### src/hdl/ahrd_pkg.sv
package ahrd_pkg;

  localparam int ADDR_W = 10;
  localparam int OFF_W = 4;
  localparam int BASE_W = ADDR_W - OFF_W;

  // Port offsets inside the sixteen-address block
  localparam logic [3:0] OFF_CNT0 = 4'h0;
  localparam logic [3:0] OFF_CNT1 = 4'h1;
  localparam logic [3:0] OFF_CNT2 = 4'h2;
  localparam logic [3:0] OFF_TCTL = 4'h3;
  localparam logic [3:0] OFF_RES_LO = 4'h4;
  localparam logic [3:0] OFF_RES_HI = 4'h5;
  localparam logic [3:0] OFF_DIN_LO = 4'h6;
  localparam logic [3:0] OFF_DIN_HI = 4'h7;
  localparam logic [3:0] OFF_STATUS = 4'h8;
  localparam logic [3:0] OFF_GAIN = 4'h9;
  localparam logic [3:0] OFF_CHAN = 4'hA;
  localparam logic [3:0] OFF_MODE = 4'hB;
  localparam logic [3:0] OFF_KICK = 4'hC;
  localparam logic [3:0] OFF_DOUT_LO = 4'hD;
  localparam logic [3:0] OFF_DOUT_HI = 4'hE;
  localparam logic [3:0] OFF_SPARE = 4'hF;

  // Field positions
  localparam int STAT_PEND_BIT = 5;
  localparam int CHAN_IDX_LSB = 0;
  localparam int BANK_LO_BIT = 4;
  localparam int BANK_HI_BIT = 5;
  localparam int DAC_W = 12;

  // Acquisition modes
  localparam logic [2:0] MODE_OFF = 3'h0;
  localparam logic [2:0] MODE_SOFT = 3'h1;
  localparam logic [2:0] MODE_DMA = 3'h2;
  localparam logic [2:0] MODE_IRQ = 3'h6;

  // Values after reset, and the byte that unused reads return
  localparam logic [2:0] RST_MODE = MODE_SOFT;
  localparam logic RST_PENDING = 1'b1;
  localparam logic [1:0] RST_GAIN = 2'h0;
  localparam logic [7:0] RST_BYTE = 8'h00;
  localparam logic [7:0] UNUSED_READ = 8'h00;

  typedef struct packed {
    logic [ADDR_W-1:0] addr;
    logic [7:0] data;
    logic rd_n;
    logic wr_n;
  } ahrd_host_t;

  typedef struct packed {
    logic low_bank_en;
    logic high_bank_en;
    logic differential;
    logic [3:0] channel_index;
  } ahrd_mux_t;

endpackage

### src/hdl/ahrd_top.sv
`timescale 1ns/1ps
`default_nettype none

// Operation
// - Decode sixteen consecutive I/O addresses from the base; ignore everything else.
// - Result low byte reads at offset 4, high byte at offset 5.
// - Result ports are read-only; writes there load analog output one instead.
// - Result bit 15 is high byte bit 7; bit 0 is low byte bit 0.
// - Results are two's complement: 7FFF, 0000, FFFF, 8000 passed unchanged.
// - Status at offset 8 shows the pending flag in bit 5, 1 means not ready.
// - Pending flag drops when a conversion finishes, unless the low result byte is read in the same cycle.
// - Reading the low result byte sets the pending flag.
// - Channel register at offset 10: index bits 3-0, bank bits 5-4, rest ignored.
// - Each channel write switches the multiplexer at once and holds it.
// - Only bank bit 4 set: first multiplexer, inputs 0 to 7.
// - Only bank bit 5 set: second multiplexer, inputs 8 to 15.
// - Both bank bits set: differential pairs 0 to 7.
// - Gain register at offset 9, bits 1-0 select gain 1, 2, 4 or 8.
// - Reads and writes at one offset reach different functions.
// - Any write to offset 12 starts a conversion in software trigger mode.
// - Any write to offset 8 clears the interrupt status flag, unless a done arrives in the same cycle in interrupt mode.
module ahrd_top (
  input wire logic core_clk_i, // 10 MHz core clock
  input wire logic rst_n_i, // Synchronous reset, active low
  input wire logic [ahrd_pkg::ADDR_W-1:0] io_addr_i, // Host I/O address pins
  input wire logic [7:0] io_data_i, // Host data bus, write direction
  input wire logic io_rd_n_i, // Host read strobe, active low
  input wire logic io_wr_n_i, // Host write strobe, active low
  input wire logic [ahrd_pkg::BASE_W-1:0] base_sel_i, // Base address jumpers, A9..A4
  output logic [7:0] io_data_o, // Read data toward host
  output logic io_data_oe_o, // High while driving the data bus
  input wire logic conv_done_i, // Converter end of conversion, one cycle
  input wire logic [15:0] conv_result_i, // Converter result, valid with done
  output logic conv_start_o, // Conversion start pulse
  output ahrd_pkg::ahrd_mux_t mux_o, // Multiplexer control
  output logic [1:0] gain_code_o, // Gain stage code
  output logic [2:0] acq_mode_o, // Acquisition mode
  output logic irq_flag_o, // Interrupt status flag
  output logic [ahrd_pkg::DAC_W-1:0] dac_one_o, // Analog output one
  output logic [ahrd_pkg::DAC_W-1:0] dac_two_o, // Analog output two
  input wire logic [15:0] dig_in_i, // Digital input pins
  output logic [15:0] dig_out_o, // Digital outputs
  input wire logic [7:0] timer_rdata_i, // Timer read data, same clock
  output logic [1:0] timer_sel_o, // Timer port select
  output logic [7:0] timer_wdata_o, // Timer write data
  output logic timer_wr_o, // Timer write pulse
  output logic timer_rd_o // Timer read pulse
);
  import ahrd_pkg::*;

  function automatic ahrd_mux_t decode_mux(input logic [7:0] v);
    ahrd_mux_t m;
    m.low_bank_en = v[BANK_LO_BIT];
    m.high_bank_en = v[BANK_HI_BIT];
    m.differential = v[BANK_LO_BIT] & v[BANK_HI_BIT];
    m.channel_index = v[CHAN_IDX_LSB +: 4];
    return m;
  endfunction

  // Pins cross into the core clock through two flops
  ahrd_host_t host_s1_ff, host_s2_ff;
  logic [BASE_W-1:0] base_s1_ff, base_s2_ff;
  logic [15:0] din_s1_ff, din_s2_ff;
  logic rd_prev_ff, wr_prev_ff;

  always_ff @(posedge core_clk_i) begin
    if (!rst_n_i) begin
      host_s1_ff <= '{addr: '0, data: '0, rd_n: 1'b1, wr_n: 1'b1};
      host_s2_ff <= '{addr: '0, data: '0, rd_n: 1'b1, wr_n: 1'b1};
      base_s1_ff <= '0;
      base_s2_ff <= '0;
      din_s1_ff <= '0;
      din_s2_ff <= '0;
      rd_prev_ff <= 1'b1;
      wr_prev_ff <= 1'b1;
    end else begin
      host_s1_ff <= '{addr: io_addr_i, data: io_data_i, rd_n: io_rd_n_i, wr_n: io_wr_n_i};
      host_s2_ff <= host_s1_ff;
      base_s1_ff <= base_sel_i;
      base_s2_ff <= base_s1_ff;
      din_s1_ff <= dig_in_i;
      din_s2_ff <= din_s1_ff;
      rd_prev_ff <= host_s2_ff.rd_n;
      wr_prev_ff <= host_s2_ff.wr_n;
    end
  end

  logic hit;
  logic [3:0] off;
  logic rd_start, rd_end, wr_end;

  assign hit = (host_s2_ff.addr[ADDR_W-1:OFF_W] == base_s2_ff);
  assign off = host_s2_ff.addr[OFF_W-1:0];
  // Reads act on the strobe's leading edge, writes on its trailing edge
  assign rd_start = rd_prev_ff & ~host_s2_ff.rd_n;
  assign rd_end = ~rd_prev_ff & host_s2_ff.rd_n;
  assign wr_end = ~wr_prev_ff & host_s2_ff.wr_n;

  logic [7:0] dout_ff, nxt_dout;
  logic oe_ff, nxt_oe;
  logic [15:0] result_ff, nxt_result;
  logic pending_ff, nxt_pending;
  logic irq_ff, nxt_irq;
  logic start_ff, nxt_start;
  ahrd_mux_t mux_ff, nxt_mux;
  logic [1:0] gain_ff, nxt_gain;
  logic [2:0] mode_ff, nxt_mode;
  logic [7:0] dac1_lo_ff, nxt_dac1_lo, dac2_lo_ff, nxt_dac2_lo;
  logic [DAC_W-1:0] dac1_ff, nxt_dac1, dac2_ff, nxt_dac2;
  logic [15:0] dout_pins_ff, nxt_dout_pins;
  logic [1:0] tsel_ff, nxt_tsel;
  logic [7:0] twdata_ff, nxt_twdata;
  logic twr_ff, nxt_twr, trd_ff, nxt_trd;

  logic rd_hit, wr_hit;
  assign rd_hit = rd_start & hit;
  assign wr_hit = wr_end & hit;

  always_comb begin
    nxt_dout = dout_ff;
    nxt_oe = oe_ff;
    nxt_result = result_ff;
    nxt_pending = pending_ff;
    nxt_irq = irq_ff;
    nxt_start = 1'b0;
    nxt_mux = mux_ff;
    nxt_gain = gain_ff;
    nxt_mode = mode_ff;
    nxt_dac1_lo = dac1_lo_ff;
    nxt_dac2_lo = dac2_lo_ff;
    nxt_dac1 = dac1_ff;
    nxt_dac2 = dac2_ff;
    nxt_dout_pins = dout_pins_ff;
    nxt_tsel = tsel_ff;
    nxt_twdata = twdata_ff;
    nxt_twr = 1'b0;
    nxt_trd = 1'b0;

    // Result stored as delivered, two's complement, bit order kept
    if (conv_done_i) begin
      nxt_result = conv_result_i;
      nxt_pending = 1'b0;
      if (mode_ff == MODE_IRQ) begin
        nxt_irq = 1'b1;
      end
    end

    if (rd_hit) begin
      nxt_oe = 1'b1;
      case (off)
        OFF_CNT0, OFF_CNT1, OFF_CNT2: begin
          nxt_dout = timer_rdata_i;
          nxt_tsel = off[1:0];
          nxt_trd = 1'b1;
        end
        OFF_RES_LO: begin
          nxt_dout = result_ff[7:0];
          nxt_pending = 1'b1;
        end
        OFF_RES_HI: nxt_dout = result_ff[15:8];
        OFF_DIN_LO: nxt_dout = din_s2_ff[7:0];
        OFF_DIN_HI: nxt_dout = din_s2_ff[15:8];
        OFF_STATUS: begin
          nxt_dout = 8'h00;
          nxt_dout[STAT_PEND_BIT] = pending_ff;
        end
        default: nxt_dout = UNUSED_READ;
      endcase
    end else if (rd_end) begin
      nxt_oe = 1'b0;
    end

    if (wr_hit) begin
      case (off)
        OFF_CNT0, OFF_CNT1, OFF_CNT2, OFF_TCTL: begin
          nxt_tsel = off[1:0];
          nxt_twdata = host_s2_ff.data;
          nxt_twr = 1'b1;
        end
        OFF_RES_LO: nxt_dac1_lo = host_s2_ff.data;
        // High byte write updates the whole output, no half-step
        OFF_RES_HI: nxt_dac1 = {host_s2_ff.data[3:0], dac1_lo_ff};
        OFF_DIN_LO: nxt_dac2_lo = host_s2_ff.data;
        OFF_DIN_HI: nxt_dac2 = {host_s2_ff.data[3:0], dac2_lo_ff};
        OFF_STATUS: begin
          // A done in the same cycle in interrupt mode keeps the flag set
          if (!(conv_done_i && mode_ff == MODE_IRQ)) begin
            nxt_irq = 1'b0;
          end
        end
        OFF_GAIN: nxt_gain = host_s2_ff.data[1:0];
        OFF_CHAN: nxt_mux = decode_mux(host_s2_ff.data);
        OFF_MODE: nxt_mode = host_s2_ff.data[2:0];
        OFF_KICK: begin
          if (mode_ff == MODE_SOFT) begin
            nxt_start = 1'b1;
          end
        end
        OFF_DOUT_LO: nxt_dout_pins[7:0] = host_s2_ff.data;
        OFF_DOUT_HI: nxt_dout_pins[15:8] = host_s2_ff.data;
        default: ;
      endcase
    end
  end

  always_ff @(posedge core_clk_i) begin
    if (!rst_n_i) begin
      dout_ff <= RST_BYTE;
      oe_ff <= 1'b0;
      result_ff <= '0;
      pending_ff <= RST_PENDING;
      irq_ff <= 1'b0;
      start_ff <= 1'b0;
      mux_ff <= '0;
      gain_ff <= RST_GAIN;
      mode_ff <= RST_MODE;
      dac1_lo_ff <= RST_BYTE;
      dac2_lo_ff <= RST_BYTE;
      dac1_ff <= '0;
      dac2_ff <= '0;
      dout_pins_ff <= '0;
      tsel_ff <= '0;
      twdata_ff <= RST_BYTE;
      twr_ff <= 1'b0;
      trd_ff <= 1'b0;
    end else begin
      dout_ff <= nxt_dout;
      oe_ff <= nxt_oe;
      result_ff <= nxt_result;
      pending_ff <= nxt_pending;
      irq_ff <= nxt_irq;
      start_ff <= nxt_start;
      mux_ff <= nxt_mux;
      gain_ff <= nxt_gain;
      mode_ff <= nxt_mode;
      dac1_lo_ff <= nxt_dac1_lo;
      dac2_lo_ff <= nxt_dac2_lo;
      dac1_ff <= nxt_dac1;
      dac2_ff <= nxt_dac2;
      dout_pins_ff <= nxt_dout_pins;
      tsel_ff <= nxt_tsel;
      twdata_ff <= nxt_twdata;
      twr_ff <= nxt_twr;
      trd_ff <= nxt_trd;
    end
  end

  assign io_data_o = dout_ff;
  assign io_data_oe_o = oe_ff;
  assign conv_start_o = start_ff;
  assign mux_o = mux_ff;
  assign gain_code_o = gain_ff;
  assign acq_mode_o = mode_ff;
  assign irq_flag_o = irq_ff;
  assign dac_one_o = dac1_ff;
  assign dac_two_o = dac2_ff;
  assign dig_out_o = dout_pins_ff;
  assign timer_sel_o = tsel_ff;
  assign timer_wdata_o = twdata_ff;
  assign timer_wr_o = twr_ff;
  assign timer_rd_o = trd_ff;
endmodule

`default_nettype wire
### config.mk
export PLATFORM = sky130hd
export DESIGN_NAME = ahrd_top
export DESIGN_NICKNAME = d
export VERILOG_FILES = /design/src/hdl/ahrd_pkg.sv /design/src/hdl/ahrd_top.sv
export SDC_FILE = /design/constraint.sdc
export NUM_CORES = 1
export LEC_CHECK = 0
export BUFFER_PORTS_ARGS = -buffer_cell sky130_fd_sc_hd__buf_2
export CORE_UTILIZATION = 47
export CTS_CLUSTER_SIZE = 30
export DETAILED_ROUTE_END_ITERATION = 8
export PLACE_DENSITY = 0.7
export SLEW_MARGIN = 20
export SYNTH_ARGS = -nofsm -noshare
export SYNTH_HDL_FRONTEND = slang
export SYNTH_SLANG_ARGS = --single-unit
### constraint.sdc
create_clock -name core_clk_i -period 1.8 [get_ports core_clk_i]
set_input_delay 0.18 -clock core_clk_i [delete_from_list [all_inputs] [get_ports core_clk_i]]
set_output_delay 0.18 -clock core_clk_i [all_outputs]
set_load 0.03 [all_outputs]
---- After elaboration in Yosys (flattened, before gate mapping) ----
Index checks and enable logic that the tools add are counted.
cells by class
  equality and inequality tests ........... 17
  mux-type cells .......................... 18
  bitwise gates (word level) .............. 9
  reductions and logical operators ........ 18
operators with widths
  kind                  number
  $pmux W8 S6           1
  $eq A4 B4 Y1 const B  7
  $reduce_and A2 Y1     12
  $eq A4 B3 Y1 const B  4
  $mux W1               13
  $eq A4 B2 Y1 const B  2
  $mux W2               4
  $and A1 B1 Y1         6
  $eq A6 B6 Y1          1
  $eq A4 B1 Y1 const B  1
  $logic_not A4 Y1      1
  $reduce_or A4 Y1      1
  $eq A3 B1 Y1 const B  1
  $eq A3 B3 Y1 const B  1
  $not A1 Y1            3
  $reduce_and A3 Y1     1
  $reduce_or A3 Y1      1
  $reduce_bool A2 Y1    1
  $logic_and A1 B1 Y1   1
storage, ports and cells
  register bits after elaboration ......... 194
  output and inout port bits .............. 75
  logic and storage cells ................. 98

---- Logic depth before layout (Yosys ltp) ----
Gate-level depths: netlist (run 1).
  depth in word-level cells ............... 6
  gate-level depth with buffers ........... 6
  mapped depth without buffers ............ 4

---- Worst setup path before layout (run 1) ----
No wires, ideal clock.
  path type ............................... reg2reg
  start point ............................. register host_s2_ff[10] in the netlist's numbering
  end point ............................... register dout_ff[6], in the netlist io_data_o[6]
  setup time .............................. 0.125 ns
  arrival ................................. 1.315 ns
  data required time ...................... 1.675 ns
  slack ................................... 0.360 ns
  stages on the path, launching flop included .. 5
  path buffers ............................ 1
  period minus slack after synthesis ...... 1.440 ns
  cell sequence ........................... dfxtp_1 buf_4 mux4_2 a22oi_1 o31ai_1
on the way
  longest elaborated chain between the ends .. 3
  elaborated cells on any way between the ends .. 10
  those cells by class .................... 7 x eq/ne; 1 x mux; 2 x reduce/logical
ends and longest elaborated chain
  item                                  RTL line         RTL
  start: declaration                    ahrd_top.sv:61   ahrd_host_t host_s1_ff, host_s2_ff;
  start signal: assignment              ahrd_top.sv:69   host_s2_ff <= '{addr: '0, data: '0, rd_n: 1'b1, wr_n: 1'b1};
  start signal: assignment              ahrd_top.sv:78   host_s2_ff <= host_s1_ff;
  $eq A4 B1 Y1 (tied with other cells)  ahrd_top.sv:150  case (off)
  $reduce_or A3 Y1                      ahrd_top.sv:150
  $pmux W8 S6 (*)                       ahrd_top.sv:150
  end signal: assignment                ahrd_top.sv:227  dout_ff <= nxt_dout;
  end: declaration                      ahrd_top.sv:99   logic [7:0] dout_ff, nxt_dout;
Every way passes the cells marked *; elsewhere a longest branch is shown, timed or not.
A chain may end at the register's enable or synchronous reset.

---- Final worst setup path (run 1) ----
  start point ............................. register host_s2_ff[11] in the netlist's numbering
  end point ............................... register dout_ff[7], in the netlist io_data_o[7]
Same word-level chain as after synthesis.

==> metrics.md, run 1 <==
| Metric | Value |
|---|---|
| Wire length per cell | `approximately 15 um` |
| Dominant cell by count in the synthesized netlist | `dfxtp_1` |
| Post-Synthesis Mean Instance Area | `~10 um2` |
| Max-slew violations | `0` |
| Maximum number of pins on one net before global-route repair | `95` |
| Sequential share of the synthesized area | `54.1%` |
| Result of the run | `finished with violations` |
| Setup TNS after final layout | `0 ns` |
| Standby leakage power | `~3.8 nW` |
| Number of hold violations in the final report | `0` |
| Max-cap viol count | `0` |
| Std-Cell Core Area | `about 15000 um2` |
| Detailed-route wire length | `17000 um` |
| Number of global-route vias before repair | `5570` |
| Via Count | `~5900` |
| Net count, final | `971` |
| Post-synthesis xor/xnor area fraction | `between 1 and 1.5%` |
| Area growth from synthesis to layout | `27.4%` |
| Routability congestion estimate from global placement | `about 0.84` |
| Area after DPL | `8020 um2` |
| Clk root buf | `clkbuf_16` |
| Number of remaining DRC errors | `9` |
| Clock tree from TritonCTS | `done` |
| Worst vdd rail ir drop | `between 600 and 700 uV` |
| Clk pin slew, worst setup/hold paths | `around 0.070 ns` |
| Starting utilization of the core area | `between 40% and 50%` |
| Final non-filler cell area | `just over 9000 um2` |
| Failing checks | `DRC` |
| Category of the critical setup timing path | `reg2reg` |
| Maximum fanout along the worst path | `10` |
| List of most frequent post-synthesis cells | `dfxtp_1 (194), and2_1 (81), nand3_1 (79)` |
| Final setup violation count | `0` |
| Port-buffer cells | `around 140` |
| Share of the synthesized area in compound gates (AO/OA/AOI/OAI) | `between 10% and 20%` |
| Number of nets with antenna violations after routing | `0` |
| Maximum single-stage delay on the critical path | `a little over 0.5 ns` |
| Die outline height | `126 um` |
| Slew HR | `a little under three fifths` |
| Critical Path Sink Type | `register` |
| Cell breakdown of the critical path | `buf_4, mux4_2, a22oi_1, o2bb2ai_1` |
| Clock sink count | `a little under 200` |
| Pwr/cell area | `966 nW/um2` |
| Number of enable-type register cells in the synthesized netlist | `0` |
| Critical path data required time | `2.12 ns` |
| Worst Clk Skew | `0.00918 ns` |
| Simple-gate area share of the yosys netlist | `21.4%` |
| IO Count | `between 100 and 150` |
| Syn. warnings | `0` |
| Number of levels in the clock H-tree | `4` |
| Combined area of all synthesized cells | `a little over 7000 um2` |
| Dominant combinational cell family by area after synthesis | `simple AND/OR/NAND/NOR gates` |
| Antenna violations before repair | `0` |
| Latest clock arrival within the worst-skew pair | `~0.44 ns` |
| Unrepaired setup endpoints after global routing | `false` |
| Critical-path cell with the highest stage delay | `dfxtp_1` |
| Clock buffer depth | `2` |
| Overall fraction of global-route tracks in use | `between 20% and 30%` |
| Transition time at the pin with the least slew margin | `roughly 0.64 ns` |
| Share of flip-flops with an asynchronous set or reset | `0%` |
| CP Buf/Inv Count | `1` |
| Most common flop cell mapped by yosys | `dfxtp_1` |
| Average via count per standard cell | `between 5 and 6` |
| Count of distinct cell types in the synthesized netlist | `55` |
| Shortest clock period the worst path allows after layout | `roughly 1.7 ns` |
| Total congestion overflow after global routing | `0` |
| Synthesized instance count | `732` |
| Standard-cell rows | `44` |
| TritonCTS buffer count | `17` |
| Adder and majority gate portion of the synthesized area | `0%` |
| N_diodes | `0` |
| Kind of start point of the critical path | `register` |
| Arrival time worst endpoint | `~2 ns` |
| Synth top area cells | `dfxtp_1 (54%), and2_1 (7.1%), nand3_1 (5.5%), a21oi_1 (5.4%), o21ai_1 (3.7%)` |
| Die Area | `roughly 16000 um2` |
| Achievable clock frequency | `590 MHz` |
| Number of filler cells placed in the layout | `between 1000 and 1500` |
| Mapped Nets | `801` |
| Detailed placer's ending HPWL | `11500 um` |
| DRC marker count from the first detailed-route iteration | `496` |
| Overall die width | `126 um` |
| Total iterations of the first detailed-routing run | `8` |
| Wire length of the first global-routing pass | `about 27000 um` |
| CP delay by family, top | `flip-flops` |
| Multiplexer area fraction after synthesis | `around 4.7%` |
| Most area-hungry cell type in the Yosys netlist | `dfxtp_1` |
| Tcrit/Tclk final | `94.1%` |
| Number of storage elements in the synthesis netlist | `just under 200` |
| Hold crit path type | `in2reg` |
| Share of final-layout standard cells stronger than drive strength 1 | `roughly 25%` |
| Post-synth top area share | `54.1%` |
[what timing repair did]
action | 4_1_cts | 5_1_grt
resized for setup | 0 | 5
setup buffers | 0 | 2
endpoints found under the hold margin | 51 | 0
setup endpoints to repair | 0 | 24
hold buffers | 51 | 0
[flip-flops by register name, indices dropped and copies added, names as in the netlist, 2 cells and up]
| name | count |
|---|---|
| gain_code_o | 2 |
| din_s2_ff | 16 |
| timer_wdata_o | 8 |
| acq_mode_o | 3 |
| dac_two_o | 12 |
| dac_one_o | 12 |
| io_data_o | 8 |
| mux_o | 7 |
| dac2_lo_ff | 8 |
| timer_sel_o | 2 |
| dac1_lo_ff | 8 |
| host_s1_ff | 20 |
| dig_out_o | 16 |
| host_s2_ff | 20 |
| din_s1_ff | 16 |
| result_ff | 16 |
| base_s2_ff | 6 |
| base_s1_ff | 6 |
[cells in the final DEF (no fill, tap or decap), types with 3 or more instances in the layout]
cell             n
and2_1          81
o21ai_0         27
inv_8            4
xnor2_1          4
inv_6            4
and4_1           8
dfxtp_1        193
a21oi_1         78
dlygate4sd3_1   51
nand4_2          5
buf_2          143
mux4_2           7
nor2b_1         12
mux2i_1         17
nor4bb_1         3
buf_12           4
buf_4           18
o21ai_1         53
nor2_1          20
o2bb2ai_1        6
clkinv_4         4
nand2b_1         6
nand3_1         79
nand4_1          9
and4bb_2         3
a22oi_1          7
nand2_1          8
clkbuf_16       17
[through the flow]
stage | utilization, % | total power [mW] | cells | setup WS [ns] | hold slack [ns]
after global placement | 54.6 | 5.18 | 1014 | 0.138 | 0.366
final | 62.2 | 8.83 | 1099 | 0.106 | 0.00271
after floorplan | - | 4.98 | 732 | 0.360 | 0.281
after detailed placement | 54.6 | 5.20 | 1014 | 0.0700 | 0.371
after CTS | 62.0 | 8.88 | 1097 | 0.0556 | 0.00134
after global routing | 62.2 | 9.13 | 1099 | 0.0137 | 0.00754
[cell families (layout without fill, tap and decap cells)]
family | after synthesis | after routing
xor gates and xnor gates | 8 | 8
AOI/OAI and AO/OA | 184 | 184
muxes | 25 | 25
and+or+nand+nor | 252 | 252
DFF | 194 | 194
buffers and inverters | 69 | 252
[power by group]
group	leakage, nW	switching, mW	internal, mW	total (mW)
logic	1.94	0.403	0.326	0.728
registers	1.59	0.0698	4.41	4.48
clock network	0.283	1.74	1.88	3.62
[worst paths after layout]
check                   to             start  slack [ns]  cells past startpoint
max reg2reg   io_data_o[7]    host_s2_ff[11]        0.11                      4
min           result_ff[4]  conv_result_i[4]       0.003                      3
min reg2reg  host_s2_ff[1]     host_s1_ff[1]        0.41                      1
max           io_data_o[7]    host_s2_ff[11]        0.11                      4
[per-layer routing]
layer / up-vias / part of all wire, % / track usage (%)
met4: 0 / 2.8 / 10.4
li1: 2921 / - / -
met5: - / 0 / 0
met1: 2767 / 45 / 28.3
met3: 36 / 5.6 / 4.71
met2: 210 / 47 / 34.8
[worst reg2reg max path: stages (launching register included)]
cell and delay, ns:
dfxtp_1 0.51, buf_4 0.25, mux4_2 0.51, a22oi_1 0.22, o2bb2ai_1 0.09
[final cells by class]
cell class,instances,area (um2),area share [%]
clock buffers,18,439,4.81
repair buffers,217,1450,15.9
inverters,3,11.3,0.123
flip-flops and latches,194,3880,42.5
multi-input cells,469,2980,32.6
clock inverters,14,139,1.52
well taps,184,230,2.52
Note: power is estimated with default switching activity, not from simulation.
==> inputs of run 2 (changes only) <==
--- a/config.mk
+++ b/config.mk
@@ -7,8 +7,11 @@
 export LEC_CHECK = 0
 export BUFFER_PORTS_ARGS = -buffer_cell sky130_fd_sc_hd__buf_2
-export CORE_UTILIZATION = 47
+export CELL_PAD_IN_SITES_DETAIL_PLACEMENT = 2
+export CELL_PAD_IN_SITES_GLOBAL_PLACEMENT = 2
+export CORE_UTILIZATION = 34
 export CTS_CLUSTER_SIZE = 30
 export DETAILED_ROUTE_END_ITERATION = 8
-export PLACE_DENSITY = 0.7
+export PLACE_DENSITY_LB_ADDON = 0.1
+export RECOVER_POWER = 100
 export SLEW_MARGIN = 20
 export SYNTH_ARGS = -nofsm -noshare
==> constraint.sdc (replaced) <==
create_clock -name core_clk_i -period 1.8 [get_ports core_clk_i]
set_input_delay 0.36 -clock core_clk_i [delete_from_list [all_inputs] [get_ports core_clk_i]]
set_output_delay 0.36 -clock core_clk_i [all_outputs]
set_load 0.03 [all_outputs]
==> run 2 against run 1 <==
Net effect:
- the run now ends clean
- global-route usage fell by 1.3 points
- die area increased by 38%
- critical path depth rose by 1
- register-to-register slack about the same
- setup slack got worse by 0.0022 ns
- maximum frequency shrank 0.13%
- largest power group unchanged
- final cell count is 3.5% higher
- routed wire length is 27% higher
- sequential share of layout area rose by 1.9 points
==> metrics.md, run 2 (synthesis results as in run 1) <==
| Metric | Value |
|---|---|
| Detailed-route wire length | `21500 um (+27%)` |
| Shortest clock period the worst path allows after layout | `1.70 ns (+0.00218 ns)` |
| Pwr/cell area | `1030 nW/um2 (+6.8%)` |
| Std-Cell Core Area | `20400 um2 (+39%)` |
| Critical-path cell with the highest stage delay | `dfxtp_1` |
| Wire length of the first global-routing pass | `34800 um (+28%)` |
| Clock sink count | `194 (unchanged)` |
| Worst vdd rail ir drop | `664 uV (-3.7%)` |
| Clk pin slew, worst setup/hold paths | `0.07 ns (about the same)` |
| Max-cap viol count | `0 (unchanged)` |
| Maximum fanout along the worst path | `8 (-2)` |
| Registers with the most flip-flops | `host_s1_ff (20), host_s2_ff (20)` |
| Share of final-layout standard cells stronger than drive strength 1 | `18.2% (-6.5 points)` |
| Detailed placer's ending HPWL | `14500 um (+26%)` |
| Standard-cell rows | `52 (+18%)` |
| Achievable clock frequency | `589 MHz (-0.13%)` |
| Arrival time worst endpoint | `2.05 ns (+0.04 ns)` |
| Die outline height | `147 um (+17%)` |
| Most frequent cells in the layout | `dfxtp_1 (192), nand3_1 (79), a21oi_1 (78)` |
| Share of total power in the clock network | `42.6% (+1.6 points)` |
| Clock tree from TritonCTS | `done` |
| Number of levels in the clock H-tree | `4 (unchanged)` |
| Worst Clk Skew | `0.00798 ns (-0.00120 ns)` |
| Hold crit path type | `in2reg` |
| Standby leakage power | `3.30 nW (-13%)` |
| Result of the run | `finished clean` |
| Starting utilization of the core area | `35.1% (-14 points)` |
| Number of remaining DRC errors | `0 (-9)` |
| Launching point of the worst reg2reg path | `host_s2_ff[18]` |
| Core utilization of the finished layout | `42.9% (-19 points)` |
| Most common cell after layout, fill and taps aside | `dfxtp_1` |
| Critical path data required time | `2.15 ns (+0.03 ns)` |
| Max-slew violations | `0 (unchanged)` |
| Overall die width | `147 um (+17%)` |
| Maximum number of pins on one net before global-route repair | `95 (unchanged)` |
| Routability congestion estimate from global placement | `0.742 (-11%)` |
| Net count, final | `924 (-4.8%)` |
| Worst Hold Launch | `io_rd_n_i` |
| Average via count per standard cell | `5.15 (-4.7%)` |
| Number of nets with antenna violations after routing | `0 (unchanged)` |
| Flop-to-flop setup slack | `0.10 ns (about the same)` |
| Design internal power | `6.78 mW (+2.5%)` |
| Die Area | `21700 um2 (+38%)` |
| Kind of start point of the critical path | `register` |
| Clock buffer depth | `2 (unchanged)` |
| Number of hold violations in the final report | `0 (unchanged)` |
| Switching part of the total | `25.0% (-0.10 points)` |
| Slew HR | `15.3% (-42 points)` |
| Tcrit/Tclk final | `94.2% (+0.12 points)` |
| Via Count | `5851 (-1.4%)` |
| Critical path startpoint | `host_s2_ff[18]` |
| N_diodes | `0 (unchanged)` |
| Unrepaired setup endpoints after global routing | `false` |
| TritonCTS buffer count | `17 (unchanged)` |
| Sequential group share of total power | `49.6% (-1.1 points)` |
| Number of hold buffers added after cts | `0 (-100%)` |
| Number of global-route vias before repair | `6457 (+16%)` |
| Net switching power | `2.26 mW (+2.0%)` |
| Overall fraction of global-route tracks in use | `20.5% (-1.3 points)` |
| Latest clock arrival within the worst-skew pair | `0.43 ns (about the same)` |
| Port-buffer cells | `143 (unchanged)` |
| Final setup violation count | `0 (unchanged)` |
| Wire length per cell | `18.9 um (+22%)` |
| Transition time at the pin with the least slew margin | `1.27 ns (+0.627 ns)` |
| Relative contribution of combinational cells to total power | `7.8% (-0.5 points)` |
| Critical Path Sink Type | `register` |
| Area growth from synthesis to layout | `22.1%` |
| DRC marker count from the first detailed-route iteration | `293 (-41%)` |
| Category of the critical setup timing path | `reg2reg` |
| Antenna violations before repair | `0 (unchanged)` |
| Clk root buf | `clkbuf_16` |
| Setup TNS after final layout | `0 ns (unchanged)` |
| IO Count | `144 (unchanged)` |
| Total iterations of the first detailed-routing run | `4 (-4)` |
| Cell breakdown of the critical path | `xnor2_4, buf_4, and4_1, nand3_1, a21oi_1` |
| Maximum single-stage delay on the critical path | `0.45 ns (-0.06 ns)` |
| Total congestion overflow after global routing | `0 (unchanged)` |
## run 2: cell types whose count changed in the layout (fill, tap and decap cells not counted), moves of 3 or more
cell	delta
o21ai_0	+13
clkbuf_1	+73
buf_2	-73
buf_12	+4
clkinv_4	-3
o21ai_1	-13
and2_1	-36
and2_0	+36
dlygate4sd3_1	-51
## run 2: worst max-delay path, delay by kind of cell (launching register included)
kind / cells / cell delay, ns
AND/OR/NAND/NOR: 2 / 0.58
AO/OA/AOI/OAI: 1 / 0.22
XOR/XNOR: 1 / 0.16
flip-flops: 1 / 0.45
buffers and inverters: 1 / 0.20
## run 2: path summary, 6_finish.rpt
check,endpoint,cells past startpoint
worst max-delay path,dac1_lo_ff[6],5
worst min-delay path,host_s1_ff[1],2
worst max register to register,dac1_lo_ff[6],5
worst min register to register,host_s2_ff[1],1
## run 2: layer usage
metal | global-route usage, % | share of wire, % | vias to the layer above
li1 | - | - | 2815
met1 | 25.3 | 45 | 2905
met2 | 36.4 | 51 | 112
met3 | 3.57 | 2.9 | 19
met4 | 6.13 | 1.6 | 0
met5 | 0 | 0 | -
## run 2: power by group through the flow
stage                     Sequential, mW  Combinational [mW]  Clock [mW]
after global routing                4.49               0.771        4.14
after detailed placement            4.58               0.687           0
final                               4.48               0.707        3.85
after global placement              4.57               0.660           0
after floorplan                     4.55               0.439           0
after CTS                           4.48               0.714        3.94
## run 2: stage by stage
step | hold WS (ns) | total power, mW | instance area, um2 | setup slack [ns] | cells
finish | 0.114 | 9.04 | 8760 | 0.104 | 1137
floorplan | 0.386 | 4.98 | 7180 | 0.360 | 732
detailed placement | 0.424 | 5.27 | 8180 | -0.364 | 1102
CTS | 0.106 | 9.13 | 8840 | 0.0525 | 1137
global route | 0.108 | 9.40 | 8760 | 0.00738 | 1137
global placement | 0.391 | 5.23 | 8180 | -0.157 | 1102
## run 2: what timing repair did
item / 4_1_cts / 5_1_grt
buffers inserted: 4 / 0
gates resized for setup: 4 / 7
setup endpoints to repair: 90 / 21
pin swaps: 2 / 0
## run 2: area by class of cell
class | instances | area (um2)
clock inverter | 14 | 171
timing repair buffer | 170 | 932
clock buffer | 17 | 425
multi-input combinational | 469 | 2990
tap | 270 | 338
inverter | 3 | 11.3
sequential | 194 | 3890
fill | 2251 | 11700
